`src/rtl/ddps_pkg.sv`:
```
// constants, timing and types shared by the dual-die dram controller
package ddps_pkg;

  // clock
  localparam int CLK_NS = 20;

  // address split: die select, row, column
  localparam int ADDR_W = 7;
  localparam int DIE_BIT = 14;
  localparam int ROW_LSB = 7;
  localparam int COL_LSB = 0;
  localparam int REQ_ADDR_W = 15;

  // refresh obligations
  localparam int REFRESH_WINDOW_MS = 2;
  localparam int REFRESH_ROWS = 128;
  localparam int INIT_REFRESH_CYCLES = 8;
  // longest spacing between row refreshes, rounded down
  localparam int REF_INTERVAL_CYC = (REFRESH_WINDOW_MS * 1000000 / CLK_NS) / REFRESH_ROWS;

  // strobe timing in ns (plain defaults)
  localparam int COLUMN_ACCESS_TIME_NS = 100;
  localparam int RAS_TO_CAS_NS = 40;
  localparam int RAS_PRECHARGE_NS = 120;
  localparam int RAS_MIN_NS = 200;
  localparam int RAS_MAX_NS = 10000;

  // least time to whole cycles, never under one
  function automatic int ns_to_cyc(input int ns);
    int c;
    c = (ns + CLK_NS - 1) / CLK_NS;
    if (c < 1) begin
      c = 1;
    end
    return c;
  endfunction

  typedef logic [8:0] ddps_cnt_t;

  localparam ddps_cnt_t CAS_CNT = ddps_cnt_t'(ns_to_cyc(COLUMN_ACCESS_TIME_NS));
  localparam ddps_cnt_t RCD_CNT = ddps_cnt_t'(ns_to_cyc(RAS_TO_CAS_NS));
  localparam ddps_cnt_t PRE_CNT = ddps_cnt_t'(ns_to_cyc(RAS_PRECHARGE_NS));
  localparam ddps_cnt_t RAS_MIN_CNT = ddps_cnt_t'(ns_to_cyc(RAS_MIN_NS));
  // longest time, rounded down, minus room to close the page
  localparam ddps_cnt_t PAGE_LIMIT = ddps_cnt_t'(RAS_MAX_NS / CLK_NS - 20);

  typedef enum logic [2:0] {
    ST_IDLE = 3'b000,
    ST_ASET = 3'b001,
    ST_RAS = 3'b010,
    ST_COL = 3'b011,
    ST_CAS = 3'b100,
    ST_OPEN = 3'b101,
    ST_PRE = 3'b110
  } ddps_state_e;

endpackage

```
`src/rtl/ddps_ref_if.sv`:
```
// refresh handshake between the strobe sequencer and the refresh generator
interface ddps_ref_if;
  logic ref_req;
  logic [6:0] ref_row;
  logic ref_ack;
  logic init_done;

  modport ctl (
    input ref_req,
    input ref_row,
    input init_done,
    output ref_ack
  );

  modport gen (
    output ref_req,
    output ref_row,
    output init_done,
    input ref_ack
  );
endinterface

```
`src/rtl/ddps_dram_ctl.sv`:
```
// host controller driving the strobes and address of a two-die dynamic ram
module ddps_dram_ctl #(
  parameter int REF_CYC = ddps_pkg::REF_INTERVAL_CYC
) (
  input wire logic clk,
  input wire logic sys_rst,
  input wire logic req_valid,
  input wire logic req_write,
  input wire logic [14:0] req_addr,
  input wire logic req_wdata,
  output logic req_ready,
  output logic rsp_valid,
  output logic rsp_rdata,
  input wire logic supply_fault,
  output logic init_done,
  output logic dram_ras_n,
  output logic [1:0] dram_cas_n,
  output logic dram_we_n,
  output logic [6:0] dram_addr,
  output logic dram_din,
  input wire logic dram_dout
);

  ddps_ref_if rf ();

  ddps_pkg::ddps_state_e state_reg;
  ddps_pkg::ddps_cnt_t cnt_reg;
  ddps_pkg::ddps_cnt_t page_cnt_reg;
  logic ras_n_reg;
  logic [1:0] cas_n_reg;
  logic we_n_reg;
  logic [6:0] addr_reg;
  logic din_reg;
  logic ready_reg;
  logic rsp_valid_reg;
  logic rsp_rdata_reg;
  logic init_done_reg;
  logic ack_reg;
  logic is_ref_reg;
  logic [6:0] open_row_reg;
  logic have_req_reg;
  logic q_write_reg;
  logic q_die_reg;
  logic [6:0] q_row_reg;
  logic [6:0] q_col_reg;
  logic q_wdata_reg;
  logic take;
  logic row_hit;

  assign take = req_valid && ready_reg;
  assign row_hit = (q_row_reg == open_row_reg);
  assign rf.ref_ack = ack_reg;

  assign req_ready = ready_reg;
  assign rsp_valid = rsp_valid_reg;
  assign rsp_rdata = rsp_rdata_reg;
  assign init_done = init_done_reg;
  assign dram_ras_n = ras_n_reg;
  assign dram_cas_n = cas_n_reg;
  assign dram_we_n = we_n_reg;
  assign dram_addr = addr_reg;
  assign dram_din = din_reg;

  // kept apart so it can stay powered alone in standby
  ddps_refresh #(
    .REF_CYC(REF_CYC),
    .INIT_N(ddps_pkg::INIT_REFRESH_CYCLES)
  ) u_refresh (
    .clk(clk),
    .sys_rst(sys_rst),
    .rf(rf)
  );

  // column strobe pattern for one die; the other stays high
  function automatic logic [1:0] cas_for_die(input logic die);
    return die ? 2'b01 : 2'b10;
  endfunction

  ////////////////////////////////////////////////////////////////////////////
  // request holding register; ready is low whenever it is full
  always_ff @(posedge clk) begin
    if (sys_rst) begin
      have_req_reg <= 1'b0;
      q_write_reg <= 1'b0;
      q_die_reg <= 1'b0;
      q_row_reg <= 7'h00;
      q_col_reg <= 7'h00;
      q_wdata_reg <= 1'b0;
    end else if (take) begin
      have_req_reg <= 1'b1;
      q_write_reg <= req_write;
      q_die_reg <= req_addr[ddps_pkg::DIE_BIT];
      q_row_reg <= req_addr[ddps_pkg::ROW_LSB +: ddps_pkg::ADDR_W];
      q_col_reg <= req_addr[ddps_pkg::COL_LSB +: ddps_pkg::ADDR_W];
      q_wdata_reg <= req_wdata;
    end else if (state_reg == ddps_pkg::ST_COL) begin
      have_req_reg <= 1'b0;
    end
  end

  // time the row strobe has been low, to bound a long page
  always_ff @(posedge clk) begin
    if (sys_rst || ras_n_reg) begin
      page_cnt_reg <= '0;
    end else if (page_cnt_reg != ddps_pkg::PAGE_LIMIT) begin
      page_cnt_reg <= page_cnt_reg + 9'h001;
    end
  end

  // status copy so the output comes from a flop
  always_ff @(posedge clk) begin
    if (sys_rst) begin
      init_done_reg <= 1'b0;
    end else begin
      init_done_reg <= rf.init_done;
    end
  end

  ////////////////////////////////////////////////////////////////////////////
  // strobe sequencer; row strobe goes to both dies, column strobe is decoded
  // so a page spans both dies (trades standby power for page length)
  always_ff @(posedge clk) begin
    if (sys_rst) begin
      state_reg <= ddps_pkg::ST_IDLE;
      cnt_reg <= '0;
      ras_n_reg <= 1'b1;
      cas_n_reg <= 2'b11;
      we_n_reg <= 1'b1;
      addr_reg <= 7'h00;
      din_reg <= 1'b0;
      ready_reg <= 1'b0;
      rsp_valid_reg <= 1'b0;
      rsp_rdata_reg <= 1'b0;
      ack_reg <= 1'b0;
      is_ref_reg <= 1'b0;
      open_row_reg <= 7'h00;
    end else begin
      ack_reg <= 1'b0;
      rsp_valid_reg <= 1'b0;
      if (supply_fault) begin
        // an access in flight is dropped without a response
        ras_n_reg <= 1'b1;
        cas_n_reg <= 2'b11;
        we_n_reg <= 1'b1;
        ready_reg <= 1'b0;
        is_ref_reg <= 1'b0;
        cnt_reg <= ddps_pkg::PRE_CNT;
        state_reg <= ddps_pkg::ST_PRE;
      end else begin
        case (state_reg)
          ddps_pkg::ST_IDLE: begin
            if (rf.ref_req) begin
              addr_reg <= rf.ref_row;
              is_ref_reg <= 1'b1;
              ready_reg <= 1'b0;
              state_reg <= ddps_pkg::ST_ASET;
            end else if (have_req_reg) begin
              addr_reg <= q_row_reg;
              is_ref_reg <= 1'b0;
              ready_reg <= 1'b0;
              state_reg <= ddps_pkg::ST_ASET;
            end else begin
              ready_reg <= init_done_reg && !take;
            end
          end
          ddps_pkg::ST_ASET: begin
            ras_n_reg <= 1'b0;
            open_row_reg <= addr_reg;
            cnt_reg <= is_ref_reg ? ddps_pkg::RAS_MIN_CNT : ddps_pkg::RCD_CNT;
            state_reg <= ddps_pkg::ST_RAS;
          end
          ddps_pkg::ST_RAS: begin
            if (cnt_reg != '0) begin
              cnt_reg <= cnt_reg - 9'h001;
            end else if (is_ref_reg) begin
              // row-strobe-only refresh of both dies at once
              ras_n_reg <= 1'b1;
              ack_reg <= 1'b1;
              cnt_reg <= ddps_pkg::PRE_CNT;
              state_reg <= ddps_pkg::ST_PRE;
            end else begin
              addr_reg <= q_col_reg;
              we_n_reg <= !q_write_reg;
              din_reg <= q_wdata_reg;
              state_reg <= ddps_pkg::ST_COL;
            end
          end
          ddps_pkg::ST_COL: begin
            // one die only, so the shared output has one driver
            cas_n_reg <= cas_for_die(q_die_reg);
            cnt_reg <= ddps_pkg::CAS_CNT;
            state_reg <= ddps_pkg::ST_CAS;
          end
          ddps_pkg::ST_CAS: begin
            if (cnt_reg != '0) begin
              cnt_reg <= cnt_reg - 9'h001;
            end else begin
              // sampled before the column strobe rises and output floats
              if (!q_write_reg) begin
                rsp_rdata_reg <= dram_dout;
                rsp_valid_reg <= 1'b1;
              end
              cas_n_reg <= 2'b11;
              we_n_reg <= 1'b1;
              ready_reg <= 1'b1;
              state_reg <= ddps_pkg::ST_OPEN;
            end
          end
          ddps_pkg::ST_OPEN: begin
            if (rf.ref_req || page_cnt_reg == ddps_pkg::PAGE_LIMIT ||
                (have_req_reg && !row_hit)) begin
              ras_n_reg <= 1'b1;
              ready_reg <= 1'b0;
              cnt_reg <= ddps_pkg::PRE_CNT;
              state_reg <= ddps_pkg::ST_PRE;
            end else if (have_req_reg) begin
              // same row: new column only, row strobe stays low
              addr_reg <= q_col_reg;
              we_n_reg <= !q_write_reg;
              din_reg <= q_wdata_reg;
              ready_reg <= 1'b0;
              state_reg <= ddps_pkg::ST_COL;
            end else begin
              ready_reg <= !take;
            end
          end
          ddps_pkg::ST_PRE: begin
            if (cnt_reg != '0) begin
              cnt_reg <= cnt_reg - 9'h001;
            end else begin
              is_ref_reg <= 1'b0;
              state_reg <= ddps_pkg::ST_IDLE;
            end
          end
          default: begin
            ras_n_reg <= 1'b1;
            cas_n_reg <= 2'b11;
            state_reg <= ddps_pkg::ST_IDLE;
          end
        endcase
      end
    end
  end
endmodule

```
`src/rtl/ddps_refresh.sv`:
```
// refresh interval timer, refresh row counter and power-up initialisation count
module ddps_refresh #(
  parameter int REF_CYC = ddps_pkg::REF_INTERVAL_CYC,
  parameter int INIT_N = ddps_pkg::INIT_REFRESH_CYCLES
) (
  input wire logic clk,
  input wire logic sys_rst,
  ddps_ref_if.gen rf
);

  logic [9:0] tick_cnt_reg;
  logic tick;
  logic pend_reg;
  logic [6:0] row_reg;
  logic [3:0] init_cnt_reg;
  logic init_done_reg;

  assign tick = (tick_cnt_reg == 10'(REF_CYC - 1));
  assign rf.ref_req = pend_reg;
  assign rf.ref_row = row_reg;
  assign rf.init_done = init_done_reg;

  ////////////////////////////////////////////////////////////////////////////
  // one row every interval keeps all rows inside the window
  always_ff @(posedge clk) begin
    if (sys_rst) begin
      tick_cnt_reg <= 10'h000;
    end else if (tick) begin
      tick_cnt_reg <= 10'h000;
    end else begin
      tick_cnt_reg <= tick_cnt_reg + 10'h001;
    end
  end

  // pending request; a tick in the ack cycle wins, so no row is skipped
  always_ff @(posedge clk) begin
    if (sys_rst) begin
      pend_reg <= 1'b1; // start-up burst begins at once
    end else if (tick) begin
      pend_reg <= 1'b1;
    end else if (rf.ref_ack && init_cnt_reg >= 4'(INIT_N - 1)) begin
      pend_reg <= 1'b0;
    end
  end

  // row address generator, stepped by each completed refresh
  always_ff @(posedge clk) begin
    if (sys_rst) begin
      row_reg <= 7'h00;
    end else if (rf.ref_ack) begin
      row_reg <= row_reg + 7'h01;
    end
  end

  // both dies see every refresh strobe, so one count serves both
  always_ff @(posedge clk) begin
    if (sys_rst) begin
      init_cnt_reg <= 4'h0;
      init_done_reg <= 1'b0;
    end else begin
      if (rf.ref_ack && init_cnt_reg != 4'(INIT_N)) begin
        init_cnt_reg <= init_cnt_reg + 4'h1;
      end
      init_done_reg <= (init_cnt_reg == 4'(INIT_N));
    end
  end
endmodule

```
`config.mk`:
```
export PLATFORM = sky130hd
export DESIGN_NAME = ddps_dram_ctl
export DESIGN_NICKNAME = d
export VERILOG_FILES = /design/src/rtl/ddps_pkg.sv /design/src/rtl/ddps_ref_if.sv /design/src/rtl/ddps_dram_ctl.sv /design/src/rtl/ddps_refresh.sv
export SDC_FILE = /design/constraint.sdc
export NUM_CORES = 1
export LEC_CHECK = 0
export ABC_AREA = 1
export ABC_CLOCK_PERIOD_IN_PS = 2200
export BUFFER_PORTS_ARGS = -buffer_cell sky130_fd_sc_hd__buf_2
export CAP_MARGIN = 20
export CORE_MARGIN = 2
export CORE_UTILIZATION = 45
export CTS_CLUSTER_DIAMETER = 100
export DETAILED_ROUTE_END_ITERATION = 16
export GPL_ROUTABILITY_DRIVEN = 1
export PLACE_DENSITY = 0.68
export SYNTH_ARGS = -nofsm -noshare
export SYNTH_HDL_FRONTEND = slang
export SYNTH_HIERARCHICAL = 1
export SYNTH_SLANG_ARGS = --single-unit
export TNS_END_PERCENT = 5
```
`constraint.sdc`:
```
create_clock -name clk -period 2.2 [get_ports clk]
set_input_delay 0.11 -clock clk [delete_from_list [all_inputs] [get_ports clk]]
set_output_delay 0.11 -clock clk [all_outputs]
set_load 0.02 [all_outputs]
```
Yosys cells after proc, flatten, opt, wreduce, memory -nomap -nowiden
Index checks and enable logic that the tools add are counted.

word-level totals
  register bits = 87
  output and inout port bits = 16
  logic and storage cells = 169
  input port bits = 22

cells by class
  bitwise operators = 7
  $lt $le $gt $ge = 1
  $add $sub $neg = 5
  reduce and logical (&&, ||, !) cells = 41
  multiplexer cells = 55
  equality and inequality tests = 32

operator list
  cell                     count
  $pmux W9 S5              1
  $mux W7                  6
  $mux W9                  4
  $mux W3                  10
  $mux W1                  23
  $pmux W3 S7              1
  $pmux W7 S3              1
  $ne A3 B3 Y1 const B     6
  $ne A2 B2 Y1 const B     8
  $reduce_and A4 Y1        4
  $ne A4 B4 Y1 const B     3
  $reduce_and A6 Y1        2
  $reduce_or A4 Y1         3
  $add A10 B1 Y10 const B  1
  $eq A10 B10 Y1 const B   1
  $reduce_and A5 Y1        2
  $add A9 B1 Y9 const B    1
  $eq A3 B3 Y1 const B     3
  $eq A9 B9 Y1 const B     1
  $ne A9 B9 Y1 const B     1
  $reduce_bool A3 Y1       3
  $reduce_bool A9 Y1       1
  $sub A9 B1 Y9 const B    1
  $add A7 B1 Y7 const B    1
  other kinds (29)         53

Depth between registers and ports, before layout
Gate-level depths: netlist of run 1.

  depth after elaboration = 7
  depth in mapped cells = 13
  mapped depth without buffers = 12

Modules after synthesis
Netlist of run 1, hierarchy kept.

by module, submodules not included
  module         cells each  instances  area an instance (um^2)  seq. area each (um^2)
  ddps_dram_ctl  497         1          3,370.7                  1,281.2
  ddps_refresh   139         1          1,069.8                  460.4

Worst setup path after synthesis of run 1
OpenSTA, ideal clock, no wires.

  path kind = register to register
  start = reg cnt_reg[0]
  end = reg cnt_reg[7]
  setup time = 114 ps
  slack = 549 ps
  required time = 2,086 ps
  path buffers = 1
  clock period less this slack = 1,651 ps
  stages on the path, launching flop included = 12
  data arrival time = 1,538 ps
  cell sequence = dfxtp_1 -> inv_1 -> ha_1 -> nand2_4 -> nor2_4 -> nand2_4 -> buf_6 -> inv_4 -> a21oi_4 -> nand3_4 -> a21oi_1 -> nor2_1

on the way
  word-level cells in the longest chain between the ends = 3
  elaborated cells between the ends (all ways) = 8
  those cells by class = add/sub (1); eq/ne (2); mux (3); reduce/logical (2)

ends and longest elaborated chain
  element                                                     line                                        RTL
  from (decl)                                                 ddps_dram_ctl.sv:27                         ddps_pkg::ddps_cnt_t cnt_reg;
  from (signal assigned)                                      ddps_dram_ctl.sv:147                        cnt_reg <= ddps_pkg::PRE_CNT;
  from (signal assigned)                                      ddps_dram_ctl.sv:169                        cnt_reg <= is_ref_reg ? ddps_pkg::RAS_MIN_CNT : ddps_pkg::RCD_CNT;
  from (signal assigned)                                      ddps_dram_ctl.sv:174                        cnt_reg <= cnt_reg - 9'h001;
  $sub A9 B1 Y9 / $reduce_bool A9 Y1 (equally long branches)  -
  $mux W9 (tied with other cells)                             ddps_dram_ctl.sv:195, ddps_dram_ctl.sv:228
  $pmux W9 S5 / $reduce_and A4 Y1 (equally long branches)     -

Parallel ways exist; a longest one is shown, timed or not. The select of a mux whose other input is x is not followed.
A chain may end at the register's enable or synchronous reset.

Worst setup path after layout of run 1
  start = reg cnt_reg[0]
  end = reg addr_reg[1] (netlist: dram_addr[1])

on the way
  word-level cells in the longest chain between the ends = 3

ends and longest elaborated chain
  element                      line                  RTL
  $reduce_bool A9 Y1           ddps_dram_ctl.sv:173  if (cnt_reg != '0) begin
  $ne A2 B2 Y1 (no line)       -
  $reduce_and A7 Y1 (no line)  -
  to (signal assigned)         ddps_dram_ctl.sv:158  addr_reg <= q_row_reg;
  to (signal assigned)         ddps_dram_ctl.sv:182  addr_reg <= q_col_reg;
  to (signal assigned)         ddps_dram_ctl.sv:218  addr_reg <= q_col_reg;
  to (decl)                    ddps_dram_ctl.sv:32   logic [6:0] addr_reg;

No other way between the ends.

==> results of run 1 <==
## stage by stage
step | power (mW) | instances | cell area, sq um
2_1_floorplan | 2.39 | 636 | 4440
3_3_place_gp | 2.56 | 796 | 4750
3_5_place_dp | 2.57 | 796 | 4750
4_1_cts | 3.81 | 812 | 4970
5_1_grt | 3.99 | 812 | 4970
6_report | 3.79 | 812 | 4970
## per-layer routing
metal	routed length (um)	up-vias
li1	-	2140
met1	4920	1888
met2	4640	103
met3	513	21
met4	247	0
met5	0	-
## tightest hold or removal path: stages
cell,delay [ns]
buf_2,0.07
o21ai_0,0.07
a21oi_1,0.10
## power groups by stage
| stage | clock network (mW) | logic, mW | registers (mW) |
|---|---|---|---|
| 6_report | 1.24 | 0.820 | 1.73 |
| 4_1_cts | 1.27 | 0.812 | 1.73 |
| 2_1_floorplan | 0 | 0.608 | 1.78 |
| 5_1_grt | 1.33 | 0.921 | 1.74 |
| 3_5_place_dp | 0 | 0.808 | 1.76 |
| 3_3_place_gp | 0 | 0.797 | 1.76 |
## worst max-delay path by stage
stage               slack [ns]  depth (start not counted)            to             from
finish                    0.31                         12  dram_addr[1]       cnt_reg[0]
global placement          0.31                         10    cnt_reg[1]  page_cnt_reg[0]
CTS                       0.15                         10    cnt_reg[2]  page_cnt_reg[0]
detailed placement        0.18                         10    cnt_reg[2]  page_cnt_reg[0]
global route              0.11                         10    cnt_reg[2]  page_cnt_reg[0]
floorplan                 0.55                         11    cnt_reg[7]       cnt_reg[0]
## cell usage in the layout, fill, tap and decap left out, types with 6 or more instances in the layout
cell and n:
nand4_1 29, nand2_2 6, nor3_1 7, nor2_1 79, o21ai_0 51, o21ai_1 7
buf_4 6, nand2_1 122, buf_2 37, clkbuf_8 9, nand3_1 28, xor2_1 8
nor2_4 6, ha_1 8, dfxtp_1 87, inv_1 84, a21oi_1 59, inv_2 8
## area by class of cell
cell class	instances	area [sq um]	area share, %
multi-input cells	438	2260	45.4
flip-flops and latches	87	1740	35.0
inverters	95	359	7.22
repair buffers	43	230	4.63
well taps	133	166	3.35
clock buffers	10	128	2.57
clock inverters	6	92.6	1.86
## cells by family (layout without fill, tap and decap cells)
kind of cell	after synthesis	in the layout	share of synthesized area [%]
AO/OA/AOI/OAI	126	126	14.9
XOR/XNOR	10	10	1.97
buffers and inverters	111	154	10.1
AND/OR/NAND/NOR	294	294	31.5
flip-flops	87	87	39.2
adder cells (fa/ha/maj)	8	8	2.25
## what timing repair did
action / CTS / global route
endpoints found under the setup margin: 0 / 3
hold endpoints to repair: 0 / 0
buffers inserted: 0 / 0
gates resized for setup: 0 / 1
==> impl_metrics.toml, run 1 <==
[global_route]
grt_pass1_vias = 3713
use_met2_pct = 31.5
track_usage_pct = 20.2
gr-usage-met1_pct = 27.5
grt.busiest_layer = "met2"
grt_pass1_wl_um = 16900
grt_antenna_before_repair = 0
grtUsageMet3_pct = 3.49
overflow = 0
grt_max_degree = 28

[cells_and_area]
final.fill_count = 996
largest_reg_flops = 10
nets = 704
synthToLayoutAreaGrowth_pct = 12.0
num_antenna_cells = 0
drive_gt1_share_pct = 14.1
fin_util_pct = 51.4

[floorplan]
rows = 36
io_pins = 38
die_x_um = 103
core_area_sq_mm = 0.00968
die_y_um = 103
die-area_sq_mm = 0.0107
start_util_pct = 45.9

[place]
gp_congestion = 0.919
port_buffers = 37
place_hpwl_um = 7730
place_worst_setup_slack_ns = 0.184

[timing]
fin_crit_sh_pct = 86.0
rsz0062_at_grt = "no"
clock.fmax_mhz = 528
max_slew.worst_pin.slew_ns = 0.646
hold_viol = 0
drv_slew = 0
whs_ns = 0.0152
min_period_ns = 1.89
setup_viol = 0
relSlewSlack_pct = 56.9
fin_worst_skew_ns = 0.00865
setup_ws_ns = 0.307
setup_tns_ns = 0

[worst_setup_path]
end_kind = "flop"
r2r_start = "cnt_reg[0]"
critPathMaxStageDelay_ns = 0.33
regToRegSetupSlack_ns = 0.31
critPathKind = "reg2reg"
critPathRequiredTime_ns = 2.50
r2r_cells = 12
crit_slowest_cell = "dfxtp_1"
cpMostUsedCell = "nand2_4"
cp_top_family = "simple AND/OR/NAND/NOR gates"
path_cells = "inv_1 -> ha_1 -> nand2_4 -> nor2_4 -> nand2_4 -> nand2_4 -> nand3_4 -> nor2_8 -> inv_2 -> nor2_4 -> nor2_1 -> nor2_1"
arrival_ns = 2.20
crit_buf_inv = 2
reg2reg_to = "dram_addr[1]"
crit_path_start_kind = "flop"
path_max_fanout = 11

[synth]
synth_common_cells = "nand2_1, dfxtp_1, inv_1"
synth-edff-count = 0
netlist_area_sq_mm = 0.00444
synth-seq-cells = 87
synth_cell_types = 40
avgSynthCellArea_sq_um = 6.98
syn_inst = 636
synth-async-reset-ratio_pct = 0
yosysSeqAreaShare_pct = 39.2
synth_ff_type = "dfxtp_1"
ys_warn_count = 6
yosys.area.top_type_share_pct = 39.2
synthTopCellsByArea = "dfxtp_1, nand2_1, inv_1, nor2_1, a21oi_1"
yosysTopAreaCell = "dfxtp_1"
syn-num-nets = 666
yosysMostFrequentCell = "nand2_1"

[pwr]
switching_power_mw = 1.21
p_int_mw = 2.58
p_sw_share_pct = 31.9
clockPowerShare_pct = 32.8
power_leakage_nw = 2.05
power_density_mw_per_mm2 = 763
peakVddDrop_uv = 360
power_frac_comb_pct = 21.6
p_seq_share_pct = 45.6

[cts]
cts_tree = "built"
ctsRootBufferMaster = "clkbuf_8"
clkLatencyLatePin_ns = 0.37
cts_buffer_depth = 2
cts_hold_buf = 0
clk_pin_slew_ns = 0.09
cts_buffers = 9
cts.sinks = 87
h-tree-depth = 3

[hold_path]
hold_path.class = "in2reg"
min_to = "q_col_reg[3]"
whs_path_depth = 3
hold_start = "req_addr[3]"

[routing]
first_pass_iters = 5
drc = 0
viasPerCell = 5.11
post_drt_wl_per_cell_um = 12.7
dr_total_vias = 4152
drt-initial-drc-count = 290
antenna_left = 0
wl_um = 10300

[run]
drv_cap = 0

[run_status]
status = "completed"
No activity file was read; power rests on OpenSTA's default activity.
==> inputs of run 2 (changes only) <==
--- a/config.mk
+++ b/config.mk
@@ -14,7 +14,7 @@
 export CTS_CLUSTER_DIAMETER = 100
 export DETAILED_ROUTE_END_ITERATION = 16
 export GPL_ROUTABILITY_DRIVEN = 1
-export PLACE_DENSITY = 0.68
+export PLACE_DENSITY = 0.66
 export SYNTH_ARGS = -nofsm -noshare
 export SYNTH_HDL_FRONTEND = slang
 export SYNTH_HIERARCHICAL = 1
==> impl_metrics.toml, run 2 (synthesis gave the netlist of run 1 again) <==
[place]
place_hpwl_um = 7850
place_area_sq_mm = 0.00476
gp_congestion = 0.953
port_buffers = 37
place_worst_setup_slack_ns = 0.305

[cells_and_area]
largest_reg_flops = 10
final_cell_mix = "nand2_1, dfxtp_1, inv_1"
num_antenna_cells = 0
nets = 705
synthToLayoutAreaGrowth_pct = 11.2
final_common_cell = "nand2_1"
multi_input_area_sq_mm = 0.00225
seq_area_sq_mm = 0.00174
finalInstanceArea_sq_mm = 0.00494
final.fill_count = 995
drive_gt1_share_pct = 14.1

[global_route]
grt_antenna_before_repair = 0
grt_pass1_vias = 3833
track_usage_pct = 20.5
grt_max_degree = 36
grt_pass1_wl_um = 17300
overflow = 0

[floorplan]
die_x_um = 103
die-area_sq_mm = 0.0107
core_area_sq_mm = 0.00968
start_util_pct = 45.9
rows = 36
io_pins = 38
die_y_um = 103

[pwr]
peakVddDrop_uv = 374
power_leakage_nw = 2.04
clockPowerShare_pct = 28.9
p_sw_share_pct = 33.4
switching_power_mw = 1.20
p_int_mw = 2.39
p_seq_share_pct = 48.2
power_mw = 3.58
power_frac_comb_pct = 22.9
power_density_mw_per_mm2 = 726

[cts]
ctsRootBufferMaster = "clkbuf_8"
cts_hold_buf = 0
h-tree-depth = 3
cts_buffer_depth = 2
cts_buffers = 9
cts.repair.resized = 0
cts_tree = "built"
postCtsSetupBuffers = 0
clkLatencyLatePin_ns = 0.36
cts.sinks = 87
clk_pin_slew_ns = 0.10

[routing]
first_pass_iters = 5
drt-initial-drc-count = 242
drc = 0
post_drt_wl_per_cell_um = 12.7
wl_um = 10300
antenna_left = 0
viasPerCell = 5.14
dr_total_vias = 4176

[worst_setup_path]
r2r_start = "cnt_reg[0]"
end_kind = "flop"
crit_path_start_kind = "flop"
cp-startpoint = "cnt_reg[0]"
critPathRequiredTime_ns = 2.49
reg2reg_to = "dram_addr[2]"
path_max_fanout = 11
crit_slowest_cell = "dfxtp_1"
regToRegSetupSlack_ns = 0.27
critPathKind = "reg2reg"
r2r_cells = 12
arrival_ns = 2.21
crit_end = "dram_addr[2]"
path_cells = "inv_1 -> ha_1 -> nand2_4 -> nor2_4 -> nand2_4 -> nand2_4 -> nand3_4 -> nor2_8 -> inv_2 -> nor2_4 -> nor2_1 -> nor2_1"
cpMostUsedCell = "nand2_4"
critPathMaxStageDelay_ns = 0.33

[timing]
rsz0062_at_grt = "no"
hold_viol = 0
setup_ws_ns = 0.271
min_period_ns = 1.93
clock.fmax_mhz = 518
whs_ns = 0.0246
fin_worst_skew_ns = 0.0168
fin_crit_sh_pct = 87.7
setup_tns_ns = 0
setup_viol = 0
max_slew.worst_pin.slew_ns = 0.388
relSlewSlack_pct = 74.0
drv_slew = 0

[run]
drv_cap = 0

[hold_path]
hold_path.class = "in2reg"

[run_status]
status = "completed"
[run 2: cell count changes in the layout (fill, tap and decap cells not counted), sizes merged]
cell | previous run | this run
buf | 43 | 44
bufinv | 2 | 0
clkbuf | 10 | 11
clkinv | 2 | 5
clkinvlp | 2 | 0
[run 2: power groups by stage]
stage / sequential [mW] / combinational, mW / clock [mW]
after floorplan: 1.78 / 0.608 / 0
after global placement: 1.76 / 0.801 / 0
after detailed placement: 1.76 / 0.815 / 0
after CTS: 1.73 / 0.818 / 1.07
after global routing: 1.74 / 0.923 / 1.13
final: 1.73 / 0.822 / 1.04
[run 2: how the worst min path moves through the flow]
stage,from,to,cells past startpoint
after global routing,req_wdata,q_wdata_reg,3
after global placement,req_addr[9],q_row_reg[2],3
after floorplan,sys_rst,have_req_reg,1
after detailed placement,req_addr[5],q_col_reg[5],3
final,req_addr[5],q_col_reg[5],3
after CTS,req_addr[5],q_col_reg[5],3
[run 2: per-layer routing]
layer / vias up / global-route usage [%] / part of all wire (%)
met1: 1891 / 26.5 / 46
met4: 0 / 7.79 / 2.4
li1: 2144 / - / -
met2: 114 / 34.2 / 47
met3: 27 / 3.76 / 5.0
met5: - / 0 / 0
[run 2: per-stage QoR]
step	util, %	std cells
floorplan	-	636
global placement	49.1	797
detailed placement	49.1	797
CTS	51.0	813
global route	51.0	813
finish	51.0	813
[run 2: critical path, delay by kind of cell, from the launching register on]
family	cells	cell delay (ns)
AND/OR/NAND/NOR	9	1.08
flip-flops	1	0.33
adder cells (fa/ha/maj)	1	0.28
buffers and inverters	2	0.16
[run 2: cell type report]
cell class	instances	share of cell area [%]
repair buffers	44	4.81
clock inverters	5	0.811
clock buffers	11	2.86
well taps	133	3.37
multi-input cells	438	45.6
inverters	95	7.27
flip-flops and latches	87	35.3
==> inputs of run 3 (changes only) <==
--- a/config.mk
+++ b/config.mk
@@ -14,7 +14,7 @@
 export CTS_CLUSTER_DIAMETER = 100
 export DETAILED_ROUTE_END_ITERATION = 16
 export GPL_ROUTABILITY_DRIVEN = 1
-export PLACE_DENSITY = 0.66
+export GPL_TIMING_DRIVEN = 0
 export SYNTH_ARGS = -nofsm -noshare
 export SYNTH_HDL_FRONTEND = slang
 export SYNTH_HIERARCHICAL = 1
==> impl_metrics.toml, run 3 (synthesis gave the netlist of run 1 again) <==
[routing]
viasPerCell = 5.01
dr_total_vias = 4117
wl_um = 10700
drt-initial-drc-count = 136
drc = 0
post_drt_wl_per_cell_um = 13.0
first_pass_iters = 4
antenna_left = 0

[place]
gp_congestion = 0.881
place_hpwl_um = 8180
place_worst_setup_slack_ns = 0.230
place_area_sq_mm = 0.00479
placedCellCount = 806
port_buffers = 37

[worst_setup_path]
arrival_ns = 2.16
path_max_fanout = 10
cp_top_family = "simple AND/OR/NAND/NOR gates"
reg2reg_to = "dram_we_n"
crit_path_start_kind = "flop"
critPathMaxStageDelay_ns = 0.36
cpMostUsedCell = "nand2_1"
crit_buf_inv = 2
r2r_cells = 11
end_kind = "flop"
critPathRequiredTime_ns = 2.44
r2r_start = "page_cnt_reg[0]"
critPathKind = "reg2reg"
crit_slowest_cell = "dfxtp_1"
regToRegSetupSlack_ns = 0.27
path_cells = "inv_1 -> ha_1 -> nand4_1 -> nor2_2 -> nor2_1 -> nand2_1 -> nand2_1 -> clkbuf_1 -> nand3_1 -> nand2_1 -> nand3_1"

[global_route]
grt_antenna_before_repair = 0
grt_pass1_vias = 3746
overflow = 0
track_usage_pct = 21.3
grt_max_degree = 14
grt_pass1_wl_um = 17600

[pwr]
power_density_mw_per_mm2 = 732
peakVddDrop_uv = 318
power_leakage_nw = 2.06

[cells_and_area]
final_common_cell = "nand2_1"
synthToLayoutAreaGrowth_pct = 12.0
num_antenna_cells = 0
nets = 714
finalInstanceArea_sq_mm = 0.00497
seq_area_sq_mm = 0.00174
final_cells = 821
final_cell_mix = "nand2_1, dfxtp_1, inv_1"
final.fill_count = 999
largest_reg_flops = 10
multi_input_area_sq_mm = 0.00225
drive_gt1_share_pct = 14.0

[run_status]
status = "completed"

[floorplan]
core_area_sq_mm = 0.00968
rows = 36
start_util_pct = 45.9
die_y_um = 103
die-area_sq_mm = 0.0107
die_x_um = 103
io_pins = 38

[timing]
setup_ws_ns = 0.273
rsz0062_at_grt = "no"
min_period_ns = 1.93
hold_viol = 0
whs_ns = 0.0162
max_slew.worst_pin.slew_ns = 0.658
fin_crit_sh_pct = 87.6
relSlewSlack_pct = 56.0
drv_slew = 0
fin_worst_skew_ns = 0.0108
clock.fmax_mhz = 519
setup_tns_ns = 0
setup_viol = 0

[cts]
cts_buffers = 9
h-tree-depth = 3
cts_buffer_depth = 2
clk_pin_slew_ns = 0.09
ctsRootBufferMaster = "clkbuf_8"
cts_hold_buf = 0
cts_tree = "built"
clkLatencyLatePin_ns = 0.37
cts.sinks = 87

[hold_path]
hold_path.class = "in2reg"
whs_path_depth = 3
min_to = "q_wdata_reg"
hold_start = "req_wdata"

[run]
drv_cap = 0
==> run 3: cell count changes in the layout (fill, tap and decap cells not counted), sizes merged <==
| cell | change |
|---|---|
| clkbuf | +7 |
| buf | +1 |
| inv | -2 |
| bufinv | +1 |
| clkinv | +1 |
==> run 3: area by class of cell <==
cell class / count / area share [%]
buffer: 16 / 1.79
clock buffer: 10 / 2.57
clock inverter: 5 / 1.01
inverter: 95 / 7.22
multi-input combinational: 438 / 45.3
sequential: 87 / 35.0
tap: 133 / 3.35
timing repair buffer: 37 / 3.72
==> run 3: routing by layer <==
metal  vias up  track usage, %  part of all wire, %
met2        68            34.8                   48
li1       2167               -                    -
met5         -               0                    0
met1      1863            27.6                   46
met3        19            4.84                  4.1
met4         0            7.69                  2.2
==> run 3: timing repair <==
| item | in CTS | in global routing |
|---|---|---|
| endpoints found under the setup margin | 0 | 3 |
| gates resized for setup | 0 | 1 |
| hold endpoints to repair | 0 | 0 |
| buffers inserted | 0 | 0 |
==> run 3: worst max path at each step <==
stage | slack, ns | to | from | cells after the start
after floorplan | 0.55 | cnt_reg[7] | cnt_reg[0] | 11
after global placement | 0.25 | state_reg[2] | page_cnt_reg[0] | 10
after detailed placement | 0.23 | state_reg[2] | page_cnt_reg[0] | 10
after CTS | 0.21 | state_reg[2] | page_cnt_reg[0] | 10
after global routing | 0.02 | dram_addr[6] | page_cnt_reg[0] | 11
final | 0.27 | dram_we_n | page_cnt_reg[0] | 11
==> run 3: through the flow <==
step / power [mW] / util [%]
2_1_floorplan: 2.39 / -
3_3_place_gp: 2.59 / 49.5
3_5_place_dp: 2.60 / 49.5
4_1_cts: 3.67 / 51.3
5_1_grt: 3.85 / 51.3
6_report: 3.64 / 51.3
==> run 3: worst min-delay path: cells and delay by family <==
| kind | cells | cell delay (ns) |
|---|---|---|
| buffers and inverters | 1 | 0.08 |
| AO/OA/AOI/OAI | 1 | 0.08 |
| AND/OR/NAND/NOR | 1 | 0.08 |
==> run 3: report_power, final <==
group	internal, mW	switching, mW
sequential	1.65	0.0665
combinational	0.295	0.544
clock	0.511	0.567
